$ cat src/core/wave_steer_pkg.sv
// Constants, register map and field layout for the waveform steering block
package wave_steer_pkg;

    // Register bus geometry
    localparam int ADDR_W = 4;
    localparam int DATA_W = 8;

    // Register offsets (8-bit registers, one per address)
    localparam logic [3:0] OFS_STEER = 4'h0;
    localparam logic [3:0] OFS_DB_RISE = 4'h1;
    localparam logic [3:0] OFS_DB_FALL = 4'h2;
    localparam logic [3:0] OFS_BLK_RISE = 4'h3;
    localparam logic [3:0] OFS_BLK_FALL = 4'h4;
    localparam logic [3:0] OFS_CONTROL = 4'h5;
    localparam logic [3:0] OFS_STATUS = 4'h6;

    // Steering register fields
    localparam int STEER_LSB = 0;
    localparam int LEVEL_LSB = 4;
    localparam int NUM_OUT = 4;

    // Count fields
    localparam int CNT_W = 6;

    // Control register fields
    localparam int CTL_POL_LSB = 0;
    localparam int CTL_FALLING_DEADBAND_SOURCE_SELECT_BIT = 4;
    localparam int CTL_RISING_DEADBAND_SOURCE_SELECT_BIT = 5;
    localparam int CTL_MODE_LSB = 6;
    localparam int MODE_W = 2;

    // Reset values
    localparam logic [7:0] RST_STEER = 8'h00;
    localparam logic [7:0] RST_COUNT = 8'h00;
    localparam logic [7:0] RST_CONTROL = 8'h00;

    // Mode pattern 00x: the upper mode bit must be clear
    localparam logic MODE_STEER_HI = 1'b0;

    // Delay-chain element default length in core clocks
    localparam int CHAIN_TICKS = 1;

endpackage

$ cat src/core/wave_steer_top.sv
// Output steering, dead-band and blanking for a four-output waveform unit
// How it works
// Static level bits 7..4 for D,C,B,A
// Steer bit set: polarity-adjusted waveform drives output
// Steer bit clear: static level drives output
// Steering only while mode is 00x
// Rising event delays primary by rising dead-band
// Falling event delays complementary by falling dead-band
// Rising event blanks falling inputs for count
// Falling event blanks rising inputs for count
// Zero count means no delay, no blanking
//
// Implementation choices: the strobed register port and the address map.
`timescale 1ns/1ps
module wave_steer_top
    import wave_steer_pkg::*;
#(
    parameter int CHAIN_LEN = CHAIN_TICKS
)
(
    // Clock and reset
    input wire logic CORE_CLK,
    input wire logic RESET_N,
    // Register port
    input wire logic [ADDR_W-1:0] REG_ADDR,
    input wire logic [DATA_W-1:0] REG_WDATA,
    input wire logic REG_WR,
    input wire logic REG_RD,
    output logic [DATA_W-1:0] REG_RDATA,
    // Events from the generator core
    input wire logic RISE_EVENT,
    input wire logic FALL_EVENT,
    // Generated waveforms for A..D before polarity
    input wire logic [NUM_OUT-1:0] WAVE_IN,
    // Outputs to the switching stage
    output logic OUTPUT_A,
    output logic OUTPUT_B,
    output logic OUTPUT_C,
    output logic OUTPUT_D,
    // Dead-banded primary and complementary drive
    output logic PRIMARY_OUT,
    output logic COMPLEMENT_OUT
);

    ////////////////////////////////////////////////////////////////////////
    // State

    // All block state in one struct
    typedef struct packed
    {
        logic [7:0] steer;
        logic [CNT_W-1:0] db_rise;
        logic [CNT_W-1:0] db_fall;
        logic [CNT_W-1:0] blk_rise;
        logic [CNT_W-1:0] blk_fall;
        logic [7:0] control;
        logic [DATA_W-1:0] rdata;
        logic [NUM_OUT-1:0] outs;
        logic phase;
        logic prim;
        logic comp;
        logic [7:0] chain_cnt;
    } top_state_t;

    top_state_t st_ff;
    top_state_t nxt_st;

    // Counter handshakes
    logic dbr_busy, dbr_done, dbf_busy, dbf_done;
    logic blkr_busy, blkf_busy;
    logic rise_ok, fall_ok;
    logic chain_tick;
    logic rise_tick, fall_tick;
    logic steer_mode;

    ////////////////////////////////////////////////////////////////////////
    // Helpers

    // Pads a six-bit count into a register byte; upper bits read zero
    function automatic logic [7:0] pad_count(input logic [CNT_W-1:0] v);
        pad_count = {{(8 - CNT_W){1'b0}}, v};
    endfunction

    // One output: waveform with polarity or static level
    function automatic logic steer_bit(input logic en, input logic lvl,
                                       input logic wav, input logic pol,
                                       input logic mode_ok);
        if (!mode_ok)
            steer_bit = wav ^ pol;
        else if (en)
            steer_bit = wav ^ pol;
        else
            steer_bit = lvl;
    endfunction

    ////////////////////////////////////////////////////////////////////////
    // Event qualification

    // Blanking suppresses the opposite event
    assign rise_ok = RISE_EVENT && !blkf_busy;
    assign fall_ok = FALL_EVENT && !blkr_busy && !rise_ok;

    // Steering applies only for mode pattern 00x
    assign steer_mode = st_ff.control[CTL_MODE_LSB+1] == MODE_STEER_HI;

    // Delay-chain element pace; long chains trade accuracy for area
    assign chain_tick = st_ff.chain_cnt == 8'(CHAIN_LEN - 1);
    assign rise_tick = st_ff.control[CTL_RISING_DEADBAND_SOURCE_SELECT_BIT] ? chain_tick : 1'b1;
    assign fall_tick = st_ff.control[CTL_FALLING_DEADBAND_SOURCE_SELECT_BIT] ? chain_tick : 1'b1;

    ////////////////////////////////////////////////////////////////////////
    // Counters

    // Rising dead-band timer
    wave_delay_counter #(.W(CNT_W)) u_dbr
    (
        .clk(CORE_CLK),
        .rst_n(RESET_N),
        .start(rise_ok),
        .count(st_ff.db_rise),
        .tick(rise_tick),
        .busy(dbr_busy),
        .done(dbr_done)
    );

    // Falling dead-band timer
    wave_delay_counter #(.W(CNT_W)) u_dbf
    (
        .clk(CORE_CLK),
        .rst_n(RESET_N),
        .start(fall_ok),
        .count(st_ff.db_fall),
        .tick(fall_tick),
        .busy(dbf_busy),
        .done(dbf_done)
    );

    // Rising blanking timer in core clocks
    wave_delay_counter #(.W(CNT_W)) u_blkr
    (
        .clk(CORE_CLK),
        .rst_n(RESET_N),
        .start(rise_ok),
        .count(st_ff.blk_rise),
        .tick(1'b1),
        .busy(blkr_busy),
        .done()
    );

    // Falling blanking timer in core clocks
    wave_delay_counter #(.W(CNT_W)) u_blkf
    (
        .clk(CORE_CLK),
        .rst_n(RESET_N),
        .start(fall_ok),
        .count(st_ff.blk_fall),
        .tick(1'b1),
        .busy(blkf_busy),
        .done()
    );

    ////////////////////////////////////////////////////////////////////////
    // Next-state logic

    // Registers, dead-band outputs and steered outputs
    always_comb
    begin
        nxt_st = st_ff;
        nxt_st.chain_cnt = chain_tick ? 8'h00 : st_ff.chain_cnt + 8'h01;
        // Register writes
        if (REG_WR)
        begin
            unique case (REG_ADDR)
                OFS_STEER: nxt_st.steer = REG_WDATA;
                OFS_DB_RISE: nxt_st.db_rise = REG_WDATA[CNT_W-1:0];
                OFS_DB_FALL: nxt_st.db_fall = REG_WDATA[CNT_W-1:0];
                OFS_BLK_RISE: nxt_st.blk_rise = REG_WDATA[CNT_W-1:0];
                OFS_BLK_FALL: nxt_st.blk_fall = REG_WDATA[CNT_W-1:0];
                OFS_CONTROL: nxt_st.control = REG_WDATA;
                default: ;
            endcase
        end
        // Register reads, data valid the next cycle; unmapped reads zero
        nxt_st.rdata = 8'h00;
        if (REG_RD)
        begin
            unique case (REG_ADDR)
                OFS_STEER: nxt_st.rdata = st_ff.steer;
                OFS_DB_RISE: nxt_st.rdata = pad_count(st_ff.db_rise);
                OFS_DB_FALL: nxt_st.rdata = pad_count(st_ff.db_fall);
                OFS_BLK_RISE: nxt_st.rdata = pad_count(st_ff.blk_rise);
                OFS_BLK_FALL: nxt_st.rdata = pad_count(st_ff.blk_fall);
                OFS_CONTROL: nxt_st.rdata = st_ff.control;
                OFS_STATUS: nxt_st.rdata = {2'b00, blkf_busy, blkr_busy,
                                            dbf_busy, dbr_busy, st_ff.comp, st_ff.prim};
                default: nxt_st.rdata = 8'h00;
            endcase
        end
        // Events: both drives drop, the delayed one rises on done
        if (rise_ok)
        begin
            nxt_st.phase = 1'b1;
            nxt_st.comp = 1'b0;
            nxt_st.prim = 1'b0;
        end
        else if (fall_ok)
        begin
            nxt_st.phase = 1'b0;
            nxt_st.prim = 1'b0;
            nxt_st.comp = 1'b0;
        end
        else
        begin
            if (dbr_done && st_ff.phase)
                nxt_st.prim = 1'b1;
            if (dbf_done && !st_ff.phase)
                nxt_st.comp = 1'b1;
        end
        // Output steering per channel
        for (int i = 0; i < NUM_OUT; i++)
        begin
            nxt_st.outs[i] = steer_bit(st_ff.steer[STEER_LSB+i], st_ff.steer[LEVEL_LSB+i],
                                       WAVE_IN[i], st_ff.control[CTL_POL_LSB+i],
                                       steer_mode);
        end
    end

    // State register, synchronous reset
    always_ff @(posedge CORE_CLK)
    begin
        if (!RESET_N)
        begin
            st_ff <= '0;
            st_ff.steer <= RST_STEER;
            st_ff.control <= RST_CONTROL;
            st_ff.db_rise <= RST_COUNT[CNT_W-1:0];
            st_ff.db_fall <= RST_COUNT[CNT_W-1:0];
            st_ff.blk_rise <= RST_COUNT[CNT_W-1:0];
            st_ff.blk_fall <= RST_COUNT[CNT_W-1:0];
        end
        else
            st_ff <= nxt_st;
    end

    // Outputs straight from flip-flops
    assign REG_RDATA = st_ff.rdata;
    assign OUTPUT_A = st_ff.outs[0];
    assign OUTPUT_B = st_ff.outs[1];
    assign OUTPUT_C = st_ff.outs[2];
    assign OUTPUT_D = st_ff.outs[3];
    assign PRIMARY_OUT = st_ff.prim;
    assign COMPLEMENT_OUT = st_ff.comp;

    ////////////////////////////////////////////////////////////////////////
    // Assertions

    // Steering checks, one cycle after the inputs are sampled
    static_level_a: assert property (@(posedge CORE_CLK) disable iff (!RESET_N)
        steer_mode && !st_ff.steer[STEER_LSB] |=> OUTPUT_A == $past(st_ff.steer[LEVEL_LSB]))
        else $error("static level not driven on A");

    steer_wave_a: assert property (@(posedge CORE_CLK) disable iff (!RESET_N)
        steer_mode && st_ff.steer[STEER_LSB+3]
        |=> OUTPUT_D == ($past(WAVE_IN[3]) ^ $past(st_ff.control[CTL_POL_LSB+3])))
        else $error("steered D lacks polarity waveform");

    static_d_a: assert property (@(posedge CORE_CLK) disable iff (!RESET_N)
        steer_mode && !st_ff.steer[STEER_LSB+3] |=> OUTPUT_D == $past(st_ff.steer[LEVEL_LSB+3]))
        else $error("static level not driven on D");

    mode_bypass_a: assert property (@(posedge CORE_CLK) disable iff (!RESET_N)
        !steer_mode |=> OUTPUT_B == ($past(WAVE_IN[1]) ^ $past(st_ff.control[CTL_POL_LSB+1])))
        else $error("steering acted outside 00x mode");

    // Five clock dead-band: the register stage puts the primary up six edges on
    rise_delay_a: assert property (@(posedge CORE_CLK) disable iff (!RESET_N)
        rise_ok && !st_ff.control[CTL_RISING_DEADBAND_SOURCE_SELECT_BIT] && st_ff.db_rise == 6'h05
        ##1 (!RISE_EVENT && !FALL_EVENT && !st_ff.control[CTL_RISING_DEADBAND_SOURCE_SELECT_BIT]) [*7]
        |-> PRIMARY_OUT)
        else $error("primary not raised after rising dead-band");

    fall_delay_a: assert property (@(posedge CORE_CLK) disable iff (!RESET_N)
        fall_ok && !st_ff.control[CTL_FALLING_DEADBAND_SOURCE_SELECT_BIT] && st_ff.db_fall == 6'h05
        |=> !COMPLEMENT_OUT [*6])
        else $error("complementary rose before falling dead-band");

    // A blanked event must not pull down the drive that is up
    blank_fall_a: assert property (@(posedge CORE_CLK) disable iff (!RESET_N)
        blkr_busy && FALL_EVENT && !RISE_EVENT |=> !$fell(PRIMARY_OUT))
        else $error("falling event passed during rising blanking");

    blank_rise_a: assert property (@(posedge CORE_CLK) disable iff (!RESET_N)
        blkf_busy && RISE_EVENT && !FALL_EVENT |=> !$fell(COMPLEMENT_OUT))
        else $error("rising event passed during falling blanking");

    // Zero counts must add neither delay nor a blanking window
    zero_count_a: assert property (@(posedge CORE_CLK) disable iff (!RESET_N)
        rise_ok && st_ff.db_rise == 6'h00 && st_ff.blk_rise == 6'h00
        |=> !blkr_busy ##1 (PRIMARY_OUT || $past(RISE_EVENT || FALL_EVENT)))
        else $error("zero count added delay");

    zero_fall_a: assert property (@(posedge CORE_CLK) disable iff (!RESET_N)
        fall_ok && st_ff.db_fall == 6'h00 && st_ff.blk_fall == 6'h00
        |=> !blkf_busy ##1 (COMPLEMENT_OUT || $past(RISE_EVENT || FALL_EVENT)))
        else $error("zero falling count added delay");

    // Further steering checks on pins A and B
    // A and B sit in the low half of each field, C and D in the high half
    steered_first_a: assert property (@(posedge CORE_CLK) disable iff (!RESET_N)
        steer_mode && st_ff.steer[STEER_LSB]
        |=> OUTPUT_A == ($past(WAVE_IN[0]) ^ $past(st_ff.control[CTL_POL_LSB])))
        else $error("steered A lacks polarity waveform");

    static_b_a: assert property (@(posedge CORE_CLK) disable iff (!RESET_N)
        steer_mode && !st_ff.steer[STEER_LSB+1]
        |=> OUTPUT_B == $past(st_ff.steer[LEVEL_LSB+1]))
        else $error("static level not driven on B");

    // Any taken event drops both drives first, so the stage never sees a short
    rise_drop_a: assert property (@(posedge CORE_CLK) disable iff (!RESET_N)
        rise_ok |=> !PRIMARY_OUT && !COMPLEMENT_OUT)
        else $error("drives not dropped after rising event");

    fall_drop_a: assert property (@(posedge CORE_CLK) disable iff (!RESET_N)
        fall_ok |=> !PRIMARY_OUT && !COMPLEMENT_OUT)
        else $error("drives not dropped after falling event");

    // Both switches on at once would short the rail
    drive_overlap_a: assert property (@(posedge CORE_CLK) disable iff (!RESET_N)
        !(PRIMARY_OUT && COMPLEMENT_OUT))
        else $error("primary and complementary drives overlap");

    // Unused upper bits of a count register always read back as zero
    count_pad_a: assert property (@(posedge CORE_CLK) disable iff (!RESET_N)
        REG_RD && REG_ADDR == OFS_DB_RISE |=> REG_RDATA[DATA_W-1:CNT_W] == '0)
        else $error("count register upper bits not zero");

    // Scenario covers
    // Each main path of the block should be reached at least once

    rise_seen_c: cover property (@(posedge CORE_CLK) disable iff (!RESET_N) rise_ok);
    fall_seen_c: cover property (@(posedge CORE_CLK) disable iff (!RESET_N) fall_ok);
    blanked_c: cover property (@(posedge CORE_CLK) disable iff (!RESET_N)
        FALL_EVENT && blkr_busy);
    static_c: cover property (@(posedge CORE_CLK) disable iff (!RESET_N)
        steer_mode && st_ff.steer != 8'h00);
endmodule

$ cat src/core/wave_delay_counter.sv
// Down-counter for dead-band and blanking intervals
`timescale 1ns/1ps
module wave_delay_counter
    import wave_steer_pkg::*;
#(
    parameter int W = CNT_W
)
(
    // Clock and reset
    input wire logic clk,
    input wire logic rst_n,
    // Control
    input wire logic start,
    input wire logic [W-1:0] count,
    input wire logic tick,
    // Status
    output logic busy,
    output logic done
);
    // All counter state
    typedef struct packed
    {
        logic [W-1:0] left;
        logic run;
        logic fin;
    } cnt_state_t;

    cnt_state_t cur_ff;
    cnt_state_t nxt_cur;

    // Next-state logic; a zero count finishes at once
    always_comb
    begin
        nxt_cur = cur_ff;
        nxt_cur.fin = 1'b0;
        if (start)
        begin
            if (count == '0)
            begin
                // No extra periods for zero
                nxt_cur.run = 1'b0;
                nxt_cur.fin = 1'b1;
            end
            else
            begin
                nxt_cur.run = 1'b1;
                nxt_cur.left = count;
            end
        end
        else if (cur_ff.run && tick)
        begin
            if (cur_ff.left == W'(1))
            begin
                nxt_cur.run = 1'b0;
                nxt_cur.fin = 1'b1;
            end
            nxt_cur.left = cur_ff.left - W'(1);
        end
    end

    // State register
    always_ff @(posedge clk)
    begin
        if (!rst_n)
            cur_ff <= '0;
        else
            cur_ff <= nxt_cur;
    end

    assign busy = cur_ff.run;
    assign done = cur_ff.fin;

    // Covers for zero and nonzero starts
    zero_start_c: cover property (@(posedge clk) disable iff (!rst_n) start && count == '0);
    long_run_c: cover property (@(posedge clk) disable iff (!rst_n) cur_ff.run && tick);
endmodule

$ cat config.mk
export PLATFORM = sky130hd
export DESIGN_NAME = wave_steer_top
export DESIGN_NICKNAME = d
export VERILOG_FILES = /design/src/core/wave_steer_pkg.sv /design/src/core/wave_steer_top.sv /design/src/core/wave_delay_counter.sv
export SDC_FILE = /design/constraint.sdc
export NUM_CORES = 1
export LEC_CHECK = 0
export ABC_AREA = 1
export BUFFER_PORTS_ARGS = -buffer_cell sky130_fd_sc_hd__buf_2
export CAP_MARGIN = 20
export CORE_MARGIN = 2
export CORE_UTILIZATION = 40
export DETAILED_ROUTE_END_ITERATION = 7
export PLACE_DENSITY_LB_ADDON = 0.2
export SYNTH_ARGS = -nofsm -noshare
export SYNTH_HDL_FRONTEND = slang
export SYNTH_SLANG_ARGS = --single-unit
$ cat constraint.sdc
create_clock -name CORE_CLK -period 1.4 [get_ports CORE_CLK]
set_input_delay 0.28 -clock CORE_CLK [delete_from_list [all_inputs] [get_ports CORE_CLK]]
set_output_delay 0.28 -clock CORE_CLK [all_outputs]
set_load 0.005 [all_outputs]
-- Word-level counts from Yosys, hierarchy flattened
Index checks and enable logic that the tools add are counted.
- logic and storage cells: 125
- bits of input ports: 22
- output and inout bits: 14
- flip-flop bits (word level): 93
- bitwise logic cells: 5
- reduce and logical (&&, ||, !) cells: 39
- multiplexer cells: 40
- eq/ne operators: 14
- $add $sub $neg: 5
- operators by type and width (kind ; number):
    two-way mux 8 bit ; 8
    case mux 8 bit (7 select lines) ; 1
    AND reduction 2 bit ; 13
    == test 6 x 1 -> 1 bit, second input constant ; 4
    logical NOT 6 bit ; 4
    two-way mux 6 bit ; 4
    subtractor 6 x 1 -> 6 bit, second input constant ; 4
    two-way mux 1 bit ; 21
    nonzero test 2 bit ; 7
    == test 4 x 3 -> 1 bit, second input constant ; 3
    two-way mux 2 bit ; 5
    adder 8 x 1 -> 8 bit, second input constant ; 1
    == test 4 x 2 -> 1 bit, second input constant ; 2
    logical NOT 8 bit ; 1
    inequality test 2 bit, second input constant ; 4
    logical AND 1 bit ; 7
    == test 4 x 1 -> 1 bit, second input constant ; 1
    logical NOT 1 bit ; 4
    logical NOT 4 bit ; 1
    bitwise XOR 1 bit ; 4
    two-way mux 3 bit ; 1
    OR reduction 3 bit ; 1
    OR reduction 2 bit ; 1
    inverter 1 bit ; 1

-- Logic depth before layout (Yosys ltp)
- depth after elaboration: 6
- mapped depth: 11
- gate-level depth less buffers: 11

-- By module
From an unflattened synthesis, not the netlist that was laid out.
- cell total of the unflattened synthesis: 709
- area, all modules: 4872.2 um^2
- by module, submodules not included (module ; cells an instance ; times used ; sequential area each (um^2) ; area an instance (um^2)):
    wave_steer_top ; 381 ; 1 ; 1261.2 ; 2810.2
    wave_delay_counter ; 82 ; 4 ; 160.2 ; 515.5

-- Worst setup path after synthesis
No wires, ideal clock.
- path type: reg2reg
- start: reg st_ff[0] (netlist bit)
- end: reg u_dbf.cur_ff[7] (netlist bit)
- buffers on the path: 0
- arrival time: 1.165 ns
- clock period less this slack: 1.293 ns
- stages on the path, launching flop included: 12
- setup slack: 0.107 ns
- cells stage by stage: dfxtp_1 > inv_1 > ha_1 > nand2_1 > nor2_1 > nand2_2 > nand2_2 > nand2_2 > nand2_1 > nor2_1 > nor2_1 > nor2_1
- cells in the longest elaborated chain, start to end: 5
- RTL lines (what ; line ; source):
    start, declared ; wave_steer_top.sv:65 ; top_state_t st_ff;
    start signal, assigned ; wave_steer_top.sv:242 ; st_ff <= nxt_st;
    logical NOT 8 bit ; wave_steer_top.sv:107 ; assign chain_tick = st_ff.chain_cnt == 8'(CHAIN_LEN - 1);
    two-way mux 1 bit ; wave_steer_top.sv:109 ; assign fall_tick = st_ff.control[CTL_FALLING_DEADBAND_SOURCE_SELECT_BIT] ? chain_tick : 1'b1;
    logical AND 1 bit ; wave_delay_counter.sv:50 ; else if (cur_ff.run && tick)
    nonzero test 2 bit (no line) ; - ;
    AND reduction 2 bit (no line) ; - ;
    end signal, assigned ; wave_delay_counter.sv:67 ; cur_ff <= nxt_cur;
    end, declared ; wave_delay_counter.sv:28 ; cnt_state_t cur_ff;
No other way between the ends.
A chain may end at the register's enable or synchronous reset.

-- Worst setup path in the final report
- start: reg st_ff[0] (netlist bit)
- end: reg u_dbr.cur_ff[3] (netlist bit)
- cells in the longest elaborated chain, start to end: 5
- RTL lines (what ; line ; source):
    logical NOT 8 bit ; wave_steer_top.sv:107 ;
    two-way mux 1 bit ; wave_steer_top.sv:108 ; assign rise_tick = st_ff.control[CTL_RISING_DEADBAND_SOURCE_SELECT_BIT] ? chain_tick : 1'b1;
    logical AND 1 bit ; wave_delay_counter.sv:50 ;
    nonzero test 2 bit (no line) ; - ;
    AND reduction 2 bit (no line) ; - ;
    end signal, assigned ; wave_delay_counter.sv:67 ;
    end, declared ; wave_delay_counter.sv:28 ;
No other way between the ends.

==> parameters.txt <==
Parameter                              Value

Run status
  Result of the run    completed

Run
  # Max-Cap Violations    0

Global route
  Number of antenna violations at the first check in global routing    0
  Global-route total usage across every layer    19.7%
  Via count of the first global-routing pass    3956
  Global-route wire length before repair    19.7 mm
  Largest net degree at the start of global routing    43
  Leftover overflow at the end of global routing    0

Logic synthesis
  Count of cell types in the netlist    32
  Sequential-to-total area share from yosys stat    40.3%
  Synthesized Nets    675
  Yosys top cell by area    sky130_fd_sc_hd__dfxtp_1
  Syn Std Cell Area    4620 µm²
  Share of Yosys cell area claimed by the top area cell type    40.3%
  Ys Warns    0
  Most used flip-flop cell after synthesis    sky130_fd_sc_hd__dfxtp_1
  Gate count of the mapped netlist    643
  Top area cells in the synthesized netlist    sky130_fd_sc_hd__dfxtp_1, sky130_fd_sc_hd__a21oi_1, sky130_fd_sc_hd__inv_1, sky130_fd_sc_hd__nand2_1, sky130_fd_sc_hd__nor2_1
  Yosys reg bits    93
  Avg Synthesized Cell Area    7.18 µm²
  Share of flip-flops with an asynchronous set or reset    0%
  Number of flops mapped to enable cells by yosys    0

Clock network
  Maximum level of the CTS H-tree    3
  TritonCTS clock tree    yes
  Buffers from clock root to sink, at most    2
  TritonCTS sink count    93
  Number of hold buffers added after CTS    0
  Clock network latency to the later pin of the worst-skew pair    340 ps
  CTS clk-pin slew, worst paths    70 ps
  CTS Root Cell    sky130_fd_sc_hd__clkbuf_16
  Clock buffers created by TritonCTS    9

Final layout
  Core Util, Final    47.5%
  Post-route design area    5380 µm²
  Number of antenna repair diodes    0
  Filler-free cell count of the finished design    840
  Area growth from synthesis to layout    16.5%
  Nets    724
  Fraction of layout instances using a drive strength above 1    18.4%

Worst setup path
  Top delay family on crit path    simple AND/OR/NAND/NOR gates
  Type of element capturing the critical path    register
  Maximum fanout along the worst path    7
  Crit Path Class    reg -> reg
  Reg2reg start    st_ff[0]$_SDFF_PP0_
  Critical path data required time    1650 ps
  Arrival time reported for the critical path endpoint    1640 ps
  Cell-by-cell listing of the critical path    inv_1 > ha_1 > nand2_1 > nor2_1 > nand2_2 > nand2_4 > nand2_8 > nand2_4 > nand2_2 > nor2_1 > nor2_1
  Longest individual stage delay on the worst path    320 ps
  Flop2flop setup slack    3 ps
  Cell type of the slowest stage on the worst timing path    sky130_fd_sc_hd__dfxtp_2
  Worst path most repeated cell    sky130_fd_sc_hd__nor2_1
  Startpoint class of the critical path    register
  Endpoint of the worst-slack reg-to-reg timing path    u_dbr.cur_ff[3]$_SDFFE_PN0P_
  Worst Reg-to-Reg Cells    11
  Count of buffering cells on the critical path with inverters included    1

Timing
  Worst hold margin    219 ps
  Clk_skew    8.25 ps
  Max-Slew Margin vs Limit    73.1%
  Number of pins exceeding their max-slew limit in the final report    0
  Final Setup Violations    0
  RSZ-0062 raised after global routing    yes
  Final number of hold-violating endpoints    0
  Worst Max-Slew Pin Slew    403 ps
  Final clock period utilization by the worst path    99.8%
  Timing-limited maximum frequency    716 MHz
  Minimum setup slack in the final design    3.12 ps
  Final critical delay including setup and external delays    1400 ps

Die
  Io pins    36
  Die X-Extent    111 µm
  Starting Density    40.8%
  Die Outline Area    12400 µm²
  Standard cell core area    11300 µm²
  Num rows    39
  Chip Height    111 µm

Place
  Final RePlAce weighted congestion    0.834
  Cell count after placement    821
  Post-placement worst setup slack    -20.5 ps
  Number of port buffers    35
  Detailed-placement wirelength estimate    8.96 mm
  Placed instance area    4980 µm²

Power and ir drop
  Reg power frac    48.1%
  Leakage    2.22 nW
  PwrDens    1070 nW/µm²
  Largest voltage drop on the vdd net    0.000624 V
  Combinational power share    11.5%
  Proportion of total power due to net switching    27.4%
  Net switching power of the design    1.58 mW
  Internal power component    4.19 mW
  Fraction of power consumed by the clock network    40.4%

Hold path
  Path category of the worst min-delay check    in -> reg
  Hold Path Cell Cnt    3
  Launch instance of the worst min-delay path    REG_WDATA[6]
  End point of the worst hold path    st_ff[29]$_SDFFE_PN0P_

Routing
  Vias after detailed routing    4300
  Number of design rule violations left after detail routing    0
  Total Routed Length    12.1 mm
  Number of DRC markers in iteration 0    183
  Length of the first detailed-routing pass in iterations    5
  Routed len/inst    14.4 µm
  Number of nets with antenna violations after detailed routing    0
  Vias per cell    5.12
-- sequential cells by signal (all words and copies together) (netlist names) --
signal,cells
COMPLEMENT_OUT,1
OUTPUT_A,1
OUTPUT_B,1
OUTPUT_C,1
OUTPUT_D,1
PRIMARY_OUT,1
REG_RDATA,8
st_ff,49
u_blkf.busy,1
u_blkf.cur_ff,6
u_blkr.busy,1
u_blkr.cur_ff,6
u_dbf.busy,1
u_dbf.cur_ff,6
u_dbf.done,1
u_dbr.busy,1
u_dbr.cur_ff,6
u_dbr.done,1
-- kinds of logic after synthesis --
| family | Yosys count | synth area share, % |
|---|---|---|
| buffers and inverters | 123 | 11.8 |
| flip-flops | 93 | 40.3 |
| AND/OR/NAND/NOR | 249 | 25.1 |
| adder cells (fa/ha/maj) | 10 | 2.71 |
| AO/OA/AOI/OAI | 160 | 18.5 |
| XOR/XNOR | 8 | 1.52 |
-- worst min-delay path, cell delays in order --
cell	delay [ps]
sky130_fd_sc_hd__buf_2	110
sky130_fd_sc_hd__nand3_1	70
sky130_fd_sc_hd__a21oi_1	60
-- power groups by stage --
stage               combinational, mW  sequential [mW]  clock (mW)
floorplan                       0.433             2.82           0
global placement                0.621             2.83           0
detailed placement              0.633             2.83           0
CTS                             0.636             2.77        2.38
global route                    0.750             2.78        2.48
finish                          0.661             2.77        2.33
-- worst max path at each step --
| stage | depth (start not counted) | endpoint | startpoint |
|---|---|---|---|
| after floorplan | 11 | u_dbf.cur_ff[7]$_SDFFE_PN0P_ | st_ff[0]$_SDFF_PP0_ |
| after global placement | 7 | st_ff[59]$_SDFFE_PN0P_ | REG_ADDR[0] |
| after detailed placement | 7 | st_ff[57]$_SDFFE_PN0P_ | REG_ADDR[0] |
| after CTS | 11 | u_dbf.cur_ff[7]$_SDFFE_PN0P_ | st_ff[1]$_SDFF_PP0_ |
| after global routing | 11 | u_dbr.cur_ff[3]$_SDFFE_PN0P_ | st_ff[0]$_SDFF_PP0_ |
| final | 11 | u_dbr.cur_ff[3]$_SDFFE_PN0P_ | st_ff[0]$_SDFF_PP0_ |
-- cell type report --
type                            instances  area [µm²]
Clock buffer                            9         225
Clock inverter                          7        56.3
Fill cell                            1196        5940
Inverter                               99         373
Multi-Input combinational cell        427        2290
Sequential cell                        93        1860
Tap cell                              143         179
Timing Repair Buffer                   62         385
-- cell usage in the layout, fill, tap and decap left out, types with 10 or more instances in the layout --
| cell | synthesis | layout |
|---|---|---|
| sky130_fd_sc_hd__a21oi_1 | 80 | 77 |
| sky130_fd_sc_hd__dfxtp_1 | 93 | 91 |
| sky130_fd_sc_hd__nand2_2 | 16 | 13 |
| sky130_fd_sc_hd__inv_1 | 89 | 89 |
| sky130_fd_sc_hd__nor2_1 | 67 | 66 |
| sky130_fd_sc_hd__nand3_1 | 48 | 47 |
| sky130_fd_sc_hd__o21ai_0 | 48 | 48 |
| sky130_fd_sc_hd__o22ai_1 | 17 | 17 |
| sky130_fd_sc_hd__nand2_1 | 87 | 84 |
| sky130_fd_sc_hd__ha_1 | 10 | 10 |
| sky130_fd_sc_hd__buf_4 | 11 | 25 |
| sky130_fd_sc_hd__buf_2 | 2 | 35 |
-- Yosys cell counts, types with 2 or more instances --
master                     number
sky130_fd_sc_hd__dfxtp_1       93
sky130_fd_sc_hd__inv_2          8
sky130_fd_sc_hd__nand2_2       16
sky130_fd_sc_hd__nand2_1       87
sky130_fd_sc_hd__nand2_4        3
sky130_fd_sc_hd__buf_6          5
sky130_fd_sc_hd__nand3b_1       2
sky130_fd_sc_hd__inv_1         89
sky130_fd_sc_hd__nor3b_1        2
sky130_fd_sc_hd__a311oi_1       4
sky130_fd_sc_hd__a22oi_1        2
sky130_fd_sc_hd__o22ai_1       17
sky130_fd_sc_hd__nor3_1         5
sky130_fd_sc_hd__nor2_2         2
sky130_fd_sc_hd__nand4_1        9
sky130_fd_sc_hd__nor2_4         7
sky130_fd_sc_hd__xor2_1         8
sky130_fd_sc_hd__a21oi_1       80
sky130_fd_sc_hd__o21ai_0       48
sky130_fd_sc_hd__a211oi_1       2
sky130_fd_sc_hd__o21ai_1        4
sky130_fd_sc_hd__nor2_1        67
sky130_fd_sc_hd__buf_4         11
sky130_fd_sc_hd__nand3_1       48
sky130_fd_sc_hd__clkbuf_1       6
sky130_fd_sc_hd__o21a_1         2
sky130_fd_sc_hd__ha_1          10
sky130_fd_sc_hd__buf_2          2
-- stage by stage --
| stage | TNS (ps) | power (mW) |
|---|---|---|
| after floorplan | 0 | 3.25 |
| after global placement | 0 | 3.45 |
| after detailed placement | -81.6 | 3.47 |
| after CTS | -11.0 | 5.79 |
| after global routing | -504 | 6.01 |
| final | 0 | 5.77 |
-- per-layer routing --
layer / global-route usage [%] / part of all wire [%] / wire [µm]
met1: 27.1 / 47 / 5740
met2: 31.6 / 47 / 5690
met3: 2.89 / 4.0 / 488
met4: 7.33 / 1.7 / 201
met5: 0 / 0 / 0
-- timing repair --
action | CTS | global route
setup endpoints to repair | 2 | 23
gates resized for setup | 0 | 23
pin swaps | 0 | 10
buffers inserted | 0 | 3
Note: power is estimated with default switching activity, not from simulation.
